### src/rtl/hcl_pkg.sv
// Purpose: Shared constants and types for the hue and chroma loop control block
// Assumes: 32-bit APB with 12-bit byte addresses, 100 MHz clock
// Notes:   Phase words are 16 bits, one full turn of the subcarrier per wrap

package hcl_pkg;

    // Register byte addresses
    localparam logic [11:0] ADDR_TINT       = 12'h03c;
    localparam logic [11:0] ADDR_EVEN_LOOP  = 12'h040;
    localparam logic [11:0] ADDR_ODD_LOOP   = 12'h0c0;

    // Reset values
    localparam logic [7:0]  TINT_RESET      = 8'h00;
    localparam logic [7:0]  LOOP_RESET      = 8'h00;

    // Bus widths
    localparam int          ADDR_W          = 12;
    localparam int          DATA_W          = 32;
    localparam logic [23:0] READ_PAD        = 24'h000000;

    // One tint step is 1/512 turn (about 0.7 degrees) of a 16-bit phase word
    localparam int          PHASE_W         = 16;
    localparam int          TINT_SHIFT      = 7;

    // Chroma gain in 2.8 fixed point, held between 0.5 and 2.0
    localparam int          GAIN_FRAC       = 8;
    localparam logic [9:0]  GAIN_UNITY      = 10'h100;
    localparam logic [9:0]  GAIN_MIN        = 10'h080;
    localparam logic [9:0]  GAIN_MAX        = 10'h200;
    localparam logic signed [20:0] CHROMA_HI = 21'sh0001ff;
    localparam logic signed [20:0] CHROMA_LO = -21'sh000200;
    localparam logic signed [9:0]  CHROMA_ZERO = 10'sh000;

    // Horizontal scale ratio, output/input width in 1.15 fixed point
    localparam logic [15:0] RATIO_HALF      = 16'h4000;
    localparam logic [15:0] RATIO_QUARTER   = 16'h2000;
    localparam logic [15:0] RATIO_EIGHTH    = 16'h1000;

    // Horizontal filter select field codes
    localparam logic [1:0]  HF_AUTO         = 2'h0;
    localparam logic [1:0]  HF_CODE1        = 2'h1;
    localparam logic [1:0]  HF_CODE2        = 2'h2;

    // Decoding standard of the current input
    typedef enum logic [1:0] {
        std_ntsc,
        std_pal,
        std_secam,
        std_digital
    } hcl_std_t;

    // Luma filter actually applied
    typedef enum logic [2:0] {
        filt_none,
        filt_cif,
        filt_qcif,
        filt_icon,
        filt_peak_max_full,
        filt_peak_min_cif,
        filt_peak_min_full
    } hcl_filter_t;

    // Register selected by an address
    typedef enum logic [1:0] {
        sel_none,
        sel_tint,
        sel_even,
        sel_odd
    } hcl_sel_t;

    // Loop control byte layout, bit 7 down to bit 0
    typedef struct packed {
        logic       peak;
        logic       chroma_gain_loop_enable;
        logic       low_color_removal_enable;
        logic [1:0] horizontal_lowpass_select;
        logic [2:0] reserved;
    } hcl_loop_ctrl_t;

    // APB request from the master
    typedef struct packed {
        logic              psel;
        logic              penable;
        logic              pwrite;
        logic [ADDR_W-1:0] paddr;
        logic [DATA_W-1:0] pwdata;
    } hcl_apb_req_t;

    // APB answer to the master
    typedef struct packed {
        logic [DATA_W-1:0] prdata;
        logic              pready;
        logic              pslverr;
    } hcl_apb_rsp_t;

    // Whole state of the control block
    typedef struct packed {
        logic [7:0]          tint;
        hcl_loop_ctrl_t      even_ctrl;
        hcl_loop_ctrl_t      odd_ctrl;
        logic [DATA_W-1:0]   prdata;
        logic [PHASE_W-1:0]  demod_phase;
        logic signed [9:0]   chroma_out;
        hcl_filter_t         filter_sel;
        logic                peaking_enable;
        logic                gain_enable;
        logic                kill_enable;
        logic                tint_written;
    } hcl_state_t;

endpackage

### src/rtl/hcl_filter_select.sv
// Purpose: Picks the luma filter from one loop control byte and the scale ratio
// Assumes: Ratio is output/input width, 1.15 fixed point
// Notes:   Purely combinational; the caller registers the result

`timescale 1ns/1ps
`default_nettype none

module hcl_filter_select
    import hcl_pkg::*;
(
    // Settings in
    input  wire hcl_loop_ctrl_t ctrl,
    input  wire logic [15:0]    hscale_ratio,
    // Choice out
    output hcl_filter_t         filter_sel
);

    // Filter decode per field settings
    always_comb begin
        filter_sel = filt_none;
        // reserved bits unused
        if (ctrl.peak) begin
            // peaking filter choice
            case (ctrl.horizontal_lowpass_select)
                HF_CODE1: filter_sel = filt_peak_max_full;
                HF_CODE2: filter_sel = filt_peak_min_cif;
                // Codes 0 and 3 fall back to the mildest peaking
                default:  filter_sel = filt_peak_min_full;
            endcase
        end else begin
            // normal low-pass path
            case (ctrl.horizontal_lowpass_select)
                HF_AUTO: begin
                    // auto from scale ratio
                    if (hscale_ratio > RATIO_HALF) begin
                        filter_sel = filt_none;
                    end else if (hscale_ratio > RATIO_QUARTER) begin
                        filter_sel = filt_cif;
                    end else if (hscale_ratio > RATIO_EIGHTH) begin
                        filter_sel = filt_qcif;
                    end else begin
                        filter_sel = filt_icon;
                    end
                end
                // manual filter codes
                HF_CODE1: filter_sel = filt_cif;
                HF_CODE2: filter_sel = filt_qcif;
                default:  filter_sel = filt_icon;
            endcase
        end
    end

endmodule

`default_nettype wire

### src/rtl/hcl_loop_control.sv
// Purpose: Tint offset and per-field chroma loop control registers over APB
// Assumes: Decoder signals come from logic on clk; APB master on clk
// Notes:   Zero-wait APB slave; read data is latched in the setup cycle
//
// Notes on behaviour
// Signed tint byte adds to demod phase
// 256 steps of 0.7 degrees, 0x80 most negative
// Tint register resets to zero
// Tint acts only on NTSC-style decoding
// Separate even and odd loop control registers
// Bit 7 picks peaking or low-pass filters
// Bit 6 enables chroma gain 0.5 to 2.0
// Bit 5 enables low colour removal
// Bits 4:3 pick filter, 00 is auto
// Auto mode picks filter from scale ratio
// Software clears luma decimation before filtering
// With peaking, bits 4:3 pick peaking filter
// Each field uses its own register copy
// Bits 2:0 reserved, reset zero, no effect
//
// Local design decision: the APB register port.

`timescale 1ns/1ps
`default_nettype none

module hcl_loop_control
    import hcl_pkg::*;
(
    // Clock and reset
    input  wire logic               clk,
    input  wire logic               rst,
    // Register bus
    input  wire hcl_apb_req_t       apb_req,
    output var  hcl_apb_rsp_t       apb_rsp,
    // Decoder status in
    input  wire logic               field_odd,
    input  wire hcl_std_t           color_std,
    input  wire logic [15:0]        sc_phase,
    input  wire logic [15:0]        hscale_ratio,
    // Chroma path in
    input  wire logic signed [9:0]  chroma_in,
    input  wire logic [9:0]         chroma_gain,
    input  wire logic               low_color_detected,
    // Phase and chroma out
    output logic [15:0]             demod_phase,
    output logic signed [9:0]       chroma_out,
    // Active settings out
    output hcl_filter_t             filter_sel,
    output logic                    peaking_enable,
    output logic                    chroma_gain_loop_enable,
    output logic                    low_color_removal_enable
);

    // Register state and its next value
    hcl_state_t     state_reg;
    hcl_state_t     state_next;

    // Settings of the field being decoded
    hcl_loop_ctrl_t active_ctrl;
    // Filter choice for those settings
    hcl_filter_t    filter_pick;
    // Bus phase decode
    hcl_sel_t       bus_sel;
    logic           setup_phase;
    logic           access_phase;
    logic           bus_write;

    // Address to register select
    function automatic hcl_sel_t decode_addr(input logic [ADDR_W-1:0] addr);
        hcl_sel_t sel;
        case (addr)
            ADDR_TINT:      sel = sel_tint;
            ADDR_EVEN_LOOP: sel = sel_even;
            ADDR_ODD_LOOP:  sel = sel_odd;
            default:        sel = sel_none;
        endcase
        return sel;
    endfunction

    // Tint byte as a phase word offset
    function automatic logic [PHASE_W-1:0] tint_offset(input logic [7:0] tint);
        logic signed [PHASE_W-1:0] wide;
        wide = PHASE_W'($signed(tint));
        return PHASE_W'(wide <<< TINT_SHIFT);
    endfunction

    // Clamp the gain to its legal window
    function automatic logic [9:0] clamp_gain(input logic [9:0] gain);
        logic [9:0] g;
        g = gain;
        if (g < GAIN_MIN) begin
            g = GAIN_MIN;
        end else if (g > GAIN_MAX) begin
            g = GAIN_MAX;
        end
        return g;
    endfunction

    // Multiply chroma by gain with saturation
    function automatic logic signed [9:0] apply_gain(input logic signed [9:0] c,
                                                     input logic [9:0] gain);
        logic signed [20:0] prod;
        logic signed [20:0] scaled;
        prod = 21'(c) * 21'($signed({1'b0, clamp_gain(gain)}));
        scaled = prod >>> GAIN_FRAC;
        if (scaled > CHROMA_HI) begin
            scaled = CHROMA_HI;
        end else if (scaled < CHROMA_LO) begin
            scaled = CHROMA_LO;
        end
        return scaled[9:0];
    endfunction

    // Bus phases
    assign bus_sel      = decode_addr(apb_req.paddr);
    assign setup_phase  = apb_req.psel && !apb_req.penable;
    assign access_phase = apb_req.psel && apb_req.penable;
    assign bus_write    = access_phase && apb_req.pwrite;

    // field picks register copy
    assign active_ctrl = field_odd ? state_reg.odd_ctrl : state_reg.even_ctrl;

    // Filter decode for the active field
    hcl_filter_select u_filter_select (
        .ctrl         (active_ctrl),
        .hscale_ratio (hscale_ratio),
        .filter_sel   (filter_pick)
    );

    // Next state
    always_comb begin
        state_next = state_reg;

        // Writes take effect at the access edge only
        if (bus_write) begin
            case (bus_sel)
                sel_tint: begin
                    state_next.tint         = apb_req.pwdata[7:0];
                    state_next.tint_written = 1'b1;
                end
                // two independent copies
                sel_even: state_next.even_ctrl = hcl_loop_ctrl_t'(apb_req.pwdata[7:0]);
                sel_odd:  state_next.odd_ctrl  = hcl_loop_ctrl_t'(apb_req.pwdata[7:0]);
                default:  state_next.tint = state_reg.tint;  // Unmapped writes are dropped
            endcase
        end

        // Read data latched in setup so it comes from a flop
        if (setup_phase) begin
            case (bus_sel)
                sel_tint: state_next.prdata = {READ_PAD, state_reg.tint};
                sel_even: state_next.prdata = {READ_PAD, state_reg.even_ctrl};
                sel_odd:  state_next.prdata = {READ_PAD, state_reg.odd_ctrl};
                default:  state_next.prdata = '0;
            endcase
        end

        // add tint to subcarrier phase
        // only for NTSC-style input
        if (color_std == std_ntsc) begin
            // 0x80 gives the most negative shift
            state_next.demod_phase = sc_phase + tint_offset(state_reg.tint);
        end else begin
            state_next.demod_phase = sc_phase;
        end

        // low colour removal wins over gain
        if (active_ctrl.low_color_removal_enable && low_color_detected) begin
            state_next.chroma_out = CHROMA_ZERO;
        end else if (active_ctrl.chroma_gain_loop_enable) begin
            // gain clamped to 0.5..2.0
            state_next.chroma_out = apply_gain(chroma_in, chroma_gain);
        end else begin
            state_next.chroma_out = chroma_in;
        end

        // active filter and flags
        state_next.filter_sel     = filter_pick;
        state_next.peaking_enable = active_ctrl.peak;
        state_next.gain_enable    = active_ctrl.chroma_gain_loop_enable;
        state_next.kill_enable    = active_ctrl.low_color_removal_enable;
    end

    // State register
    always_ff @(posedge clk or posedge rst) begin
        if (rst) begin
            // tint clears at reset
            state_reg.tint           <= TINT_RESET;
            // reserved bits reset zero
            state_reg.even_ctrl      <= hcl_loop_ctrl_t'(LOOP_RESET);
            state_reg.odd_ctrl       <= hcl_loop_ctrl_t'(LOOP_RESET);
            state_reg.prdata         <= '0;
            state_reg.demod_phase    <= '0;
            state_reg.chroma_out     <= CHROMA_ZERO;
            state_reg.filter_sel     <= filt_none;
            state_reg.peaking_enable <= 1'b0;
            state_reg.gain_enable    <= 1'b0;
            state_reg.kill_enable    <= 1'b0;
            state_reg.tint_written   <= 1'b0;
        end else begin
            state_reg <= state_next;
        end
    end

    // Bus answer: never waits, errors on unmapped access
    assign apb_rsp.prdata  = state_reg.prdata;
    assign apb_rsp.pready  = 1'b1;
    assign apb_rsp.pslverr = access_phase && (bus_sel == sel_none);

    // Outputs straight from flops
    assign demod_phase              = state_reg.demod_phase;
    assign chroma_out               = state_reg.chroma_out;
    assign filter_sel               = state_reg.filter_sel;
    assign peaking_enable           = state_reg.peaking_enable;
    assign chroma_gain_loop_enable  = state_reg.gain_enable;
    assign low_color_removal_enable = state_reg.kill_enable;
endmodule

`default_nettype wire

### config.mk
export PLATFORM = sky130hd
export DESIGN_NAME = hcl_loop_control
export DESIGN_NICKNAME = d
export VERILOG_FILES = /design/src/rtl/hcl_pkg.sv /design/src/rtl/hcl_filter_select.sv /design/src/rtl/hcl_loop_control.sv
export SDC_FILE = /design/constraint.sdc
export NUM_CORES = 1
export LEC_CHECK = 0
export BUFFER_PORTS_ARGS = -buffer_cell sky130_fd_sc_hd__buf_2
export CORE_MARGIN = 2
export CORE_UTILIZATION = 60
export DETAILED_ROUTE_END_ITERATION = 10
export PLACE_DENSITY = 0.86
export SYNTH_ARGS = -nofsm -noshare
export SYNTH_HDL_FRONTEND = slang
export SYNTH_SLANG_ARGS = --single-unit
### constraint.sdc
create_clock -name clk -period 5.72 [get_ports clk]
set_input_delay 0.286 -clock clk [delete_from_list [all_inputs] [get_ports clk]]
set_output_delay 0.286 -clock clk [all_outputs]
set_load 0.01 [all_outputs]
== Word level (Yosys, flattened, before mapping) ==
Cells that the tools add are included.

* Flip-flop bits (word level): 88
* Logic and storage cells: 65

* Add/subtract/negate cells: 1
* Multiply operators: 1
* Order comparisons: 7
* Equal/unequal tests: 8
* Multiplexer cells: 18
* Reductions and logical operators: 12

{| class="wikitable"
|+ Operators with widths
! operator !! count
|-
| 10-bit 2-to-1 mux || 8
|-
| 8-bit one-hot mux with 3 select lines || 1
|-
| 10-bit by 11-bit multiplier with 21-bit output || 1
|-
| 16-bit adder || 1
|-
| 16-bit by 13-bit > comparator with 1-bit output, second input constant || 1
|-
| 16-bit by 14-bit > comparator with 1-bit output, second input constant || 1
|-
| 16-bit by 15-bit > comparator with 1-bit output, second input constant || 1
|-
| 16-bit 2-to-1 mux || 1
|-
| 13-bit by 10-bit > comparator with 1-bit output, second input constant || 1
|-
| 13-bit by 10-bit less-than comparator with 1-bit output, second input constant || 1
|-
| 12-bit by 6-bit equality test with 1-bit output, second input constant || 1
|-
| 12-bit by 7-bit equality test with 1-bit output, second input constant || 1
|-
| 12-bit by 8-bit equality test with 1-bit output, second input constant || 1
|-
| 10-bit > comparator, second input constant || 1
|-
| 10-bit by 8-bit less-than comparator with 1-bit output, second input constant || 1
|-
| 3-bit 2-to-1 mux || 3
|-
| 3-bit one-hot mux with 3 select lines || 1
|-
| 8-bit 2-to-1 mux || 1
|-
| 2-bit equality test, second input constant || 3
|-
| 2-bit zero test || 3
|-
| 2-bit one-hot mux with 3 select lines || 1
|-
| 2-bit AND reduction || 3
|-
| 1-bit logical AND || 5
|-
| 2-bit by 1-bit equality test with 1-bit output, second input constant || 2
|-
| 3 further kinds || 3
|}

== Longest topological paths before layout ==
Gate-level depths: netlist (run 1).

* Depth after elaboration: 11
* Depth in mapped cells: 24
* Mapped depth without buffers: 23

== Hierarchy ==
A second synthesis (run 1) with hierarchy kept.

* Cell total of the unflattened synthesis: 742
* Area, all modules: 7111.8 sq um

{| class="wikitable"
|+ Modules (own cells, without submodules)
! module !! instances !! cells an instance !! area each (sq um)
|-
| hcl_loop_control || 1 || 717 || 6915.4
|-
| hcl_filter_select || 1 || 25 || 196.4
|}

== Worst setup path after synthesis (run 1) ==
Ideal clock, no wire load.

* Path type: input port to flip-flop
* Start: input port chroma_gain[8]
* End: register, netlist name chroma_out[0]
* Library setup time: 0.139 ns
* Arrival: 5.641 ns
* Required time: 5.581 ns
* Slack: -0.060 ns
* Stages on the path: 21
* Path buffers: 2
* Path through: nor2_1 -> nor2_1 -> clkbuf_1 -> clkbuf_1 -> nand3_1 -> fa_1 -> fa_1 -> inv_1 -> fa_1 -> fa_1 -> inv_1 -> fa_1 -> inv_1 -> ha_1 -> and3_1 -> nand2_1 -> nand3b_2 -> a21o_1 -> o32a_1 -> o31ai_4 -> a21oi_1

{| class="wikitable"
|+ RTL lines
! what !! RTL line !! source
|-
| start: declaration || hcl_loop_control.sv:42 || <nowiki>input wire logic [9:0] chroma_gain,</nowiki>
|}

==> results of run 1 <==
## kinds of logic after synthesis
group	Yosys count	synth area share (%)
XOR/XNOR	11	1.369
AO/OA/AOI/OAI	130	12.16
multiplexers	30	4.731
flip-flops	63	22.41
AND/OR/NAND/NOR	203	15.79
adder cells (fa/ha/maj)	137	31.09
other	2	0.1067
buffers and inverters	167	12.34
## final cells by class
type	count	area [um2]
Clock inverter	4	70.07
Clock buffer	11	242.7
Multi-Input combinational cell	537	4801
Tap cell	143	178.9
Fill cell	840	3179
Inverter	78	292.8
Sequential cell	63	1577
Timing Repair Buffer	181	1077
## worst paths after layout
path,end,startpoint,cells after the start
max in group asynchronous,filter_sel[1]$_DFF_PP0_,rst,3
min in group asynchronous,demod_phase[15]$_DFF_PP0_,rst,3
setup reg to reg,demod_phase[15]$_DFF_PP0_,state_reg[81]$_DFFE_PP0P_,11
hold / removal,demod_phase[3]$_DFF_PP0_,sc_phase[3],1
setup / recovery,chroma_out[0]$_DFF_PP0_,chroma_gain[7],24
hold reg to reg,state_reg[67]$_DFFE_PP0P_,state_reg[67]$_DFFE_PP0P_,1
## stage by stage
step | std cells | setup WS (ps) | total power [mW]
floorplan | 766 | 31.10 | 1.141
global placement | 992 | -213.3 | 1.372
detailed placement | 992 | -384.9 | 1.395
CTS | 1008 | 17.39 | 1.977
global route | 1017 | -23.13 | 2.204
finish | 1017 | 203.1 | 2.036
## placed cells by master, fill, tap and decap left out, types with 4 or more instances in the layout
cell type    n
nor3_1       6
nor2_1      23
clkbuf_16    9
xnor2_1      7
ha_1        72
fa_1        63
conb_1      25
nor2b_1      8
buf_2      122
nor4_1       4
xor2_1       4
nand3_1     12
nand2b_1     4
dfrtp_1     63
nand2_1     58
buf_4       55
mux2i_1      4
o21ai_0     43
mux2_2      26
and3_1      35
a21oi_2      4
a21oi_1     40
and2_1      19
inv_1       77
## critical path, cell delays in order
cell,delay [ps]
buf_2,120
buf_4,140
inv_1,60
a21oi_2,50
buf_4,150
buf_4,150
and2_1,170
fa_1,560
fa_1,440
fa_1,520
fa_1,500
ha_1,310
ha_1,320
buf_4,130
and4_1,250
nand3_1,170
a211oi_4,360
nor3_2,80
buf_4,150
buf_4,130
o31ai_4,280
o31ai_4,120
buf_12,160
a21oi_2,140
## repair_timing
action                     in CTS  in global routing
setup endpoints to repair       3                 10
gates cloned                    0                  2
gates resized for setup         1                 33
buffers inserted                1                  9
pin swaps                       2                 12
## power groups by stage
stage | logic (mW) | clock network [mW] | registers, mW
after floorplan | 0.663 | 0 | 0.477
after global routing | 1.13 | 0.601 | 0.473
after CTS | 0.929 | 0.576 | 0.471
after global placement | 0.894 | 0 | 0.478
final | 0.995 | 0.569 | 0.471
after detailed placement | 0.916 | 0 | 0.479
## per-layer routing
layer | vias up | global-route usage, %
met5 | - | 0
li1 | 2677 | -
met4 | 0 | 9.512
met1 | 2741 | 33.06
met3 | 46 | 3.888
met2 | 240 | 47.51
==> flow_summary.toml, run 1 <==
[die]
die_height_um = 112.3
start_util_pct = 61.62
coreArea_um2 = 11420
die_w_um = 112.3
die-area_um2 = 12610
io_pins = 171
num_rows = 39

[clock_network]
cts_tree = "built"
cts.htree.levels = 3
clock-sinks = 63
cts_buffers = 9
clk_path_buf_depth = 2
root_buffer = "clkbuf_16"
clk_latency_ps = 330
postCtsHoldBufs = 0
clk_pin_slew_ps = 50

[placement]
gp_congestion = 0.9545
dpl_cell_area_um2 = 7722
portBuffers = 121
hpwl_um = 12790

[synthesis]
synth_top_area_share_pct = 22.41
synth_edf_count = 0
yosysMostFrequentCell = "inv_1"
ys_seq_elements = 63
synth_cell_type_count = 63
yosysSeqAreaShare_pct = 22.41
synth_area_per_cell_um2 = 9.469
async_flop_share_pct = 100.0
synthCells = 743
synth_warnings = 0
ys_top_cells_by_count = "inv_1, ha_1, buf_4, dfrtp_1, fa_1"
synth-main-ff-cell = "dfrtp_1"
synth.area.top_cells = "dfrtp_1, fa_1, ha_1"
synth_area_um2 = 7035
synth_top_area_cell = "dfrtp_1"

[global_routing]
grt_antenna_before_repair = 0
grt.total_usage_pct = 26.64
grt_pass1_vias = 5779
grt.overflow.total = 0
grt_max_degree = 64
grt_pass1_wl_um = 27110

[route]
m1WireLength_um = 6499
routed.top_layer = "met4"
ant_nets = 0
via_count = 5704
routed_wl_um = 16430
dr.pass1.iters = 4
wl_met3_um = 1046
route.met2.wl_um = 8340
drt-vias-per-instance = 5.609
first_iter_violations = 417
wire_per_inst_um = 16.15
drcViolationCount = 0

[sta]
drv_slew = 0
period_minus_slack_ps = 5517
fin_tns_setup_ps = 0
max_freq_mhz = 181.3
skew_ps = 7.234
setup_viol = 0
slew_headroom_pct = 32.03
tightest_slew_ps = 1018
min_period_over_period_pct = 96.45
hold_viol = 0
timing.hold.ws_ps = 64.45

[final_layout]
post-route-util_pct = 72.16
layout.nets = 1112
drive_gt1_share_pct = 29.86
area_growth_pct = 17.11
diodes = 0
largest_reg_flops = 24
stdcell_area_um2 = 8239

[power_and_ir_drop]
switching_share_pct = 35.76
p_int_mw = 1.308
leakage_nw = 4.417
p_seq_share_pct = 23.2
powerDensity_nw_per_um2 = 247.1
pwr-share-clk_pct = 28.0
ir_drop_mv = 0.2424
power.switching_mw = 0.7279
p_comb_share_pct = 48.9

[worst_setup_path]
r2r_slack_ps = 3070
cp_data_arrival_time_ps = 5760
worst-path-max-fanout = 9
cp.required_ps = 5970
worst_setup_path_end_kind = "flip-flop"
critPathLaunchType = "primary input"
crit_type = "in2reg"

[run_status]
outcome = "finished, final reports clean"

[job]
max_cap_viol_count = 0

[hold_path]
hold_path_class = "in2reg"
No activity file was read; power rests on OpenSTA's default activity.
==> inputs of run 2 (changes only) <==
--- a/config.mk
+++ b/config.mk
@@ -9,7 +9,7 @@
 export CORE_MARGIN = 2
 export CORE_UTILIZATION = 60
 export DETAILED_ROUTE_END_ITERATION = 10
-export PLACE_DENSITY = 0.86
+export PLACE_DENSITY = 0.9
 export SYNTH_ARGS = -nofsm -noshare
 export SYNTH_HDL_FRONTEND = slang
 export SYNTH_SLANG_ARGS = --single-unit
==> run 2 against run 1 <==
Compared with the run above:
- worst setup slack better by 28 ps
- non-clock buffer count down 12
- sequential cell count unchanged
- final area decreased by 2.8%
- power is 6.3% lower
- combinational power is 4.4% lower
- sequential share of layout area grew 0.55 points
- clock skew down 1.2 ps
- critical path type unchanged
- first-iteration DRC count increased by 9.4%
- die area stayed put
- cell count fell by 1.2%
- hold slack gained 3.8 ps
==> flow_summary.toml, run 2 (synthesized netlist as in run 1, its figures left out) <==
[clock_network]
cts_tree = "built"
cts.htree.levels = 3
clk_path_buf_depth = 2
cts_buffers = 9
postCtsHoldBufs = 0
root_buffer = "clkbuf_16"
clk_pin_slew_ps = 50
clock-sinks = 63
clk_latency_ps = 330

[sta]
setup_viol = 0
min_period_over_period_pct = 95.96
skew_ps = 6.041
period_minus_slack_ps = 5489
slew_headroom_pct = 33.63
timing.hold.ws_ps = 68.26
tightest_slew_ps = 993.5
fin_tns_setup_ps = 0
drv_slew = 0
max_freq_mhz = 182.2
hold_viol = 0

[final_layout]
stdcell_count = 1005
drive_gt1_share_pct = 27.84
layout.nets = 1100
most-common-layout-cells = "buf_2, inv_1, ha_1"
largest_reg_flops = 24
layout_commonest_cell = "buf_2"
fill_cells = 823
area_growth_pct = 13.85
diodes = 0

[hold_path]
hold_path_class = "in2reg"
hp-start = "sc_phase[4]"
min_to = "demod_phase[4]$_DFF_PP0_"
hold_depth = 1

[worst_setup_path]
worst_setup_path_end_kind = "flip-flop"
critPathLaunchType = "primary input"
worst-path-max-fanout = 22
cp.required_ps = 5960
worst_r2r_endpoint = "demod_phase[15]$_DFF_PP0_"
r2r_slack_ps = 3000
cp_data_arrival_time_ps = 5730
crit_type = "in2reg"
cp_slowest_stage_delay_ps = 560
cp-startpoint = "chroma_gain[8]"
crit_top_cell = "fa_1"
r2r-start = "state_reg[81]$_DFFE_PP0P_"
crit_family = "adder cells"
critPathSlowestCell = "fa_1"
worst-r2r-cell-count = 11
worstPathCellList = "buf_2 -> nor2_1 -> nor2_2 -> buf_4 -> nand2_1 -> nand2_1 -> fa_1 -> fa_1 -> inv_1 -> fa_1 -> fa_1 -> inv_1 -> fa_1 -> inv_1 -> ha_1 -> and3_1 -> nand2_2 -> a211oi_4 -> nor3_1 -> buf_4 -> o31ai_4 -> o31ai_4 -> buf_4 -> a21oi_1"
path_buf_inv = 7

[placement]
hpwl_um = 12890
gp_congestion = 0.8847
portBuffers = 121
dp_cells = 989

[die]
die_height_um = 112.3
num_rows = 39
die-area_um2 = 12610
io_pins = 171
coreArea_um2 = 11420
die_w_um = 112.3
start_util_pct = 61.62

[power_and_ir_drop]
p_comb_share_pct = 49.9
powerDensity_nw_per_um2 = 238.1
power_mw = 1.907
pwr-share-clk_pct = 25.4
ir_drop_mv = 0.2794
p_int_mw = 1.190
power.switching_mw = 0.7167
leakage_nw = 4.295
switching_share_pct = 37.58
p_seq_share_pct = 24.7

[global_routing]
grt_pass1_vias = 5849
grt.overflow.total = 0
grt_pass1_wl_um = 26680
grt_antenna_before_repair = 0
grt.total_usage_pct = 26.11
grt_max_degree = 64

[route]
routed_wl_um = 16610
first_iter_violations = 456
drt-vias-per-instance = 5.772
ant_nets = 0
wire_per_inst_um = 16.53
via_count = 5801
drcViolationCount = 0
dr.pass1.iters = 5

[job]
max_cap_viol_count = 0

[run_status]
outcome = "finished, final reports clean"
## run 2: cell types whose count changed in the layout (fill, tap and decap cells not counted), sizes merged
cell | previous run | this run
buf | 181 | 169
bufinv | 2 | 0
clkinv | 2 | 3
clkinvlp | 0 | 1
nor2 | 27 | 26
nor3 | 10 | 11
## run 2: how the worst max path moves through the flow
| stage | depth (start not counted) | to |
|---|---|---|
| finish | 24 | chroma_out[3]$_DFF_PP0_ |
| global route | 26 | chroma_out[6]$_DFF_PP0_ |
| CTS | 22 | chroma_out[3]$_DFF_PP0_ |
| detailed placement | 22 | chroma_out[3]$_DFF_PP0_ |
| global placement | 22 | chroma_out[0]$_DFF_PP0_ |
| floorplan | 21 | chroma_out[0]$_DFF_PP0_ |
## run 2: final cells by class
cell class | count | area, um2 | share of cell area (%)
clock buffer | 11 | 242.7 | 3.030
timing repair buffer | 169 | 965.9 | 12.06
multi-input combinational | 537 | 4731 | 59.06
tap | 143 | 178.9 | 2.234
clock inverter | 4 | 22.52 | 0.2812
sequential | 63 | 1577 | 19.68
inverter | 78 | 292.8 | 3.655
## run 2: worst register-to-register path: cells and delay by family, from the launching register on
| kind | cells | cell delay, ps |
|---|---|---|
| AO/OA/AOI/OAI | 6 | 1110 |
| flip-flops | 1 | 370 |
| multiplexers | 1 | 340 |
| AND/OR/NAND/NOR | 1 | 140 |
| adder cells (fa/ha/maj) | 2 | 610 |
| buffers and inverters | 1 | 70 |
## run 2: through the flow
step | utilization [%] | setup slack (ps) | area (um2)
2_1_floorplan | - | 31.10 | 7123
6_report | 70.15 | 231.0 | 8010
5_1_grt | 70.15 | -40.04 | 8010
4_1_cts | 69.76 | 102.5 | 7965
3_3_place_gp | 67.43 | -85.94 | 7700
3_5_place_dp | 67.43 | -222.3 | 7700
## run 2: repair_timing
item	in CTS	in global routing
setup buffers	0	0
endpoints found under the hold margin	0	0
resized for setup	0	15
setup endpoints to repair	0	9
## run 2: power groups by stage
stage | clock network [mW] | logic [mW] | registers, mW
3_3_place_gp | 0 | 0.880 | 0.478
2_1_floorplan | 0 | 0.663 | 0.477
6_report | 0.485 | 0.951 | 0.471
5_1_grt | 0.512 | 1.07 | 0.473
4_1_cts | 0.493 | 0.928 | 0.471
3_5_place_dp | 0 | 0.912 | 0.479
## run 2: per-layer routing
layer,vias up,routed length (um),GRT usage [%]
met5,-,0,0
met4,0,407,9.350
met3,41,1125,4.050
met2,269,8475,46.91
met1,2835,6600,31.92
li1,2656,-,-
==> inputs of run 3 (changes only) <==
--- a/config.mk
+++ b/config.mk
@@ -6,10 +6,10 @@
 export NUM_CORES = 1
 export LEC_CHECK = 0
 export BUFFER_PORTS_ARGS = -buffer_cell sky130_fd_sc_hd__buf_2
-export CORE_MARGIN = 2
+export CORE_MARGIN = 3
 export CORE_UTILIZATION = 60
 export DETAILED_ROUTE_END_ITERATION = 10
-export PLACE_DENSITY = 0.9
+export PLACE_DENSITY = 0.93
 export SYNTH_ARGS = -nofsm -noshare
 export SYNTH_HDL_FRONTEND = slang
 export SYNTH_SLANG_ARGS = --single-unit
==> run 3 against run 2 <==
Compared with the run above:
- final area rose by 1.6%
- non-clock buffer count rose by 1
- hold slack improved by 1.9 ps
- register-to-register slack barely moved
- count of clock-buffer cells in the layout did not move
- global-route usage fell by 0.17 points
- cell count fell by 0.20%
- worst setup slack got worse by 170 ps
- utilization rose by 3.0 points
- sequential share of layout area fell by 0.31 points
- critical endpoint is now chroma_out[1]$_DFF_PP0_
- largest power group unchanged
==> flow_summary.toml, run 3 (synthesized netlist as in run 1, its figures left out) <==
[run_status]
outcome = "finished, final reports clean"

[die]
die_height_um = 114.3
start_util_pct = 63.24
coreArea_um2 = 11130
io_pins = 171
num_rows = 38
die_w_um = 114.3
die-area_um2 = 13060

[global_routing]
grt.overflow.total = 0
grt.total_usage_pct = 25.95
grt_max_degree = 64
grt_pass1_wl_um = 27170
grt_antenna_before_repair = 0
grt_pass1_vias = 5788

[power_and_ir_drop]
power.switching_mw = 0.7529
p_int_mw = 1.266
ir_drop_mv = 0.2439
power_mw = 2.018
p_comb_share_pct = 50.2
powerDensity_nw_per_um2 = 248.0
pwr-share-clk_pct = 26.5
leakage_nw = 4.340
p_seq_share_pct = 23.3
switching_share_pct = 37.30

[final_layout]
diodes = 0
largest_reg_flops = 24
post-route-util_pct = 73.16
layout.nets = 1100
most-common-layout-cells = "buf_2, inv_1, ha_1"
layout_commonest_cell = "buf_2"
drive_gt1_share_pct = 28.74
area_growth_pct = 15.69
stdcell_count = 1003
stdcell_area_um2 = 8139

[clock_network]
clk_latency_ps = 320
clk_path_buf_depth = 2
cts.htree.levels = 3
cts_tree = "built"
clock-sinks = 63
clk_pin_slew_ps = 50
postCtsHoldBufs = 0
cts_buffers = 9
root_buffer = "clkbuf_16"

[route]
dr.pass1.iters = 7
drt-vias-per-instance = 5.814
via_count = 5831
drcViolationCount = 0
routed_wl_um = 17590
wire_per_inst_um = 17.54
first_iter_violations = 556
ant_nets = 0

[worst_setup_path]
path_buf_inv = 9
critPathSlowestCell = "fa_1"
crit_family = "adder cells"
worst-path-max-fanout = 9
cp.required_ps = 5960
worst_setup_path_end_kind = "flip-flop"
crit_type = "in2reg"
cp_num_cells = 26
r2r_slack_ps = 3000
critPathLaunchType = "primary input"
cp_slowest_stage_delay_ps = 580
worst_r2r_endpoint = "demod_phase[15]$_DFF_PP0_"
worst-r2r-cell-count = 11
r2r-start = "state_reg[81]$_DFFE_PP0P_"
cp_data_arrival_time_ps = 5900

[placement]
gp_congestion = 0.8881
dp_cells = 972
hpwl_um = 12900
dpl_cell_area_um2 = 7591
dp_slack_ps = -322.3
portBuffers = 121

[sta]
hold_viol = 0
skew_ps = 6.325
max_freq_mhz = 176.7
setup_viol = 0
tightest_slew_ps = 949.8
drv_slew = 0
fin_tns_setup_ps = 0
slew_headroom_pct = 36.55
min_period_over_period_pct = 98.96
period_minus_slack_ps = 5661
timing.hold.ws_ps = 70.18
grt_setup_unrepaired = "yes"
setup_ws_ps = 59.26

[hold_path]
hold_depth = 1
hp-start = "sc_phase[6]"
min_to = "demod_phase[6]$_DFF_PP0_"
hold_path_class = "in2reg"

[job]
max_cap_viol_count = 0
==> run 3: cell types whose count changed in the layout (fill, tap and decap cells not counted), sizes merged <==
cell,previous run,this run
bufinv,0,1
clkinv,3,1
clkinvlp,1,3
buf,169,170
nor3,11,10
==> run 3: repair_timing <==
action | 4_1_cts | 5_1_grt
buffers inserted | 1 | 14
resized for setup | 0 | 34
setup endpoints to repair | 2 | 10
pin swaps | 1 | 14
==> run 3: worst max path at each step <==
stage,start,end,slack (ps)
6_report,chroma_gain[8],chroma_out[1]$_DFF_PP0_,60
5_1_grt,chroma_gain[8],chroma_out[1]$_DFF_PP0_,-200
4_1_cts,chroma_gain[9],chroma_out[2]$_DFF_PP0_,10
3_5_place_dp,chroma_gain[9],chroma_out[4]$_DFF_PP0_,-320
3_3_place_gp,chroma_gain[9],chroma_out[8]$_DFF_PP0_,-180
2_1_floorplan,chroma_gain[8],chroma_out[0]$_DFF_PP0_,30
==> run 3: layer usage <==
metal,vias to the layer above,track usage [%],wire [um]
met4,0,10.61,571
li1,2656,-,-
met2,296,45.47,9082
met5,-,0,0
met3,58,3.330,1360
met1,2821,32.40,6575
==> run 3: layout make-up <==
type                            count  area (um2)
Timing Repair Buffer              170        1013
Inverter                           78       292.8
Sequential cell                    63        1577
Tap cell                          140       175.2
Multi-Input combinational cell    536        4781
Fill cell                         778        2987
Clock buffer                       11       242.7
Clock inverter                      5       57.56
==> run 3: power by group through the flow <==
stage	clock network, mW	registers [mW]	logic (mW)
floorplan	0	0.477	0.663
global placement	0	0.477	0.857
detailed placement	0	0.478	0.891
CTS	0.540	0.471	0.912
global route	0.557	0.473	1.14
finish	0.535	0.471	1.01
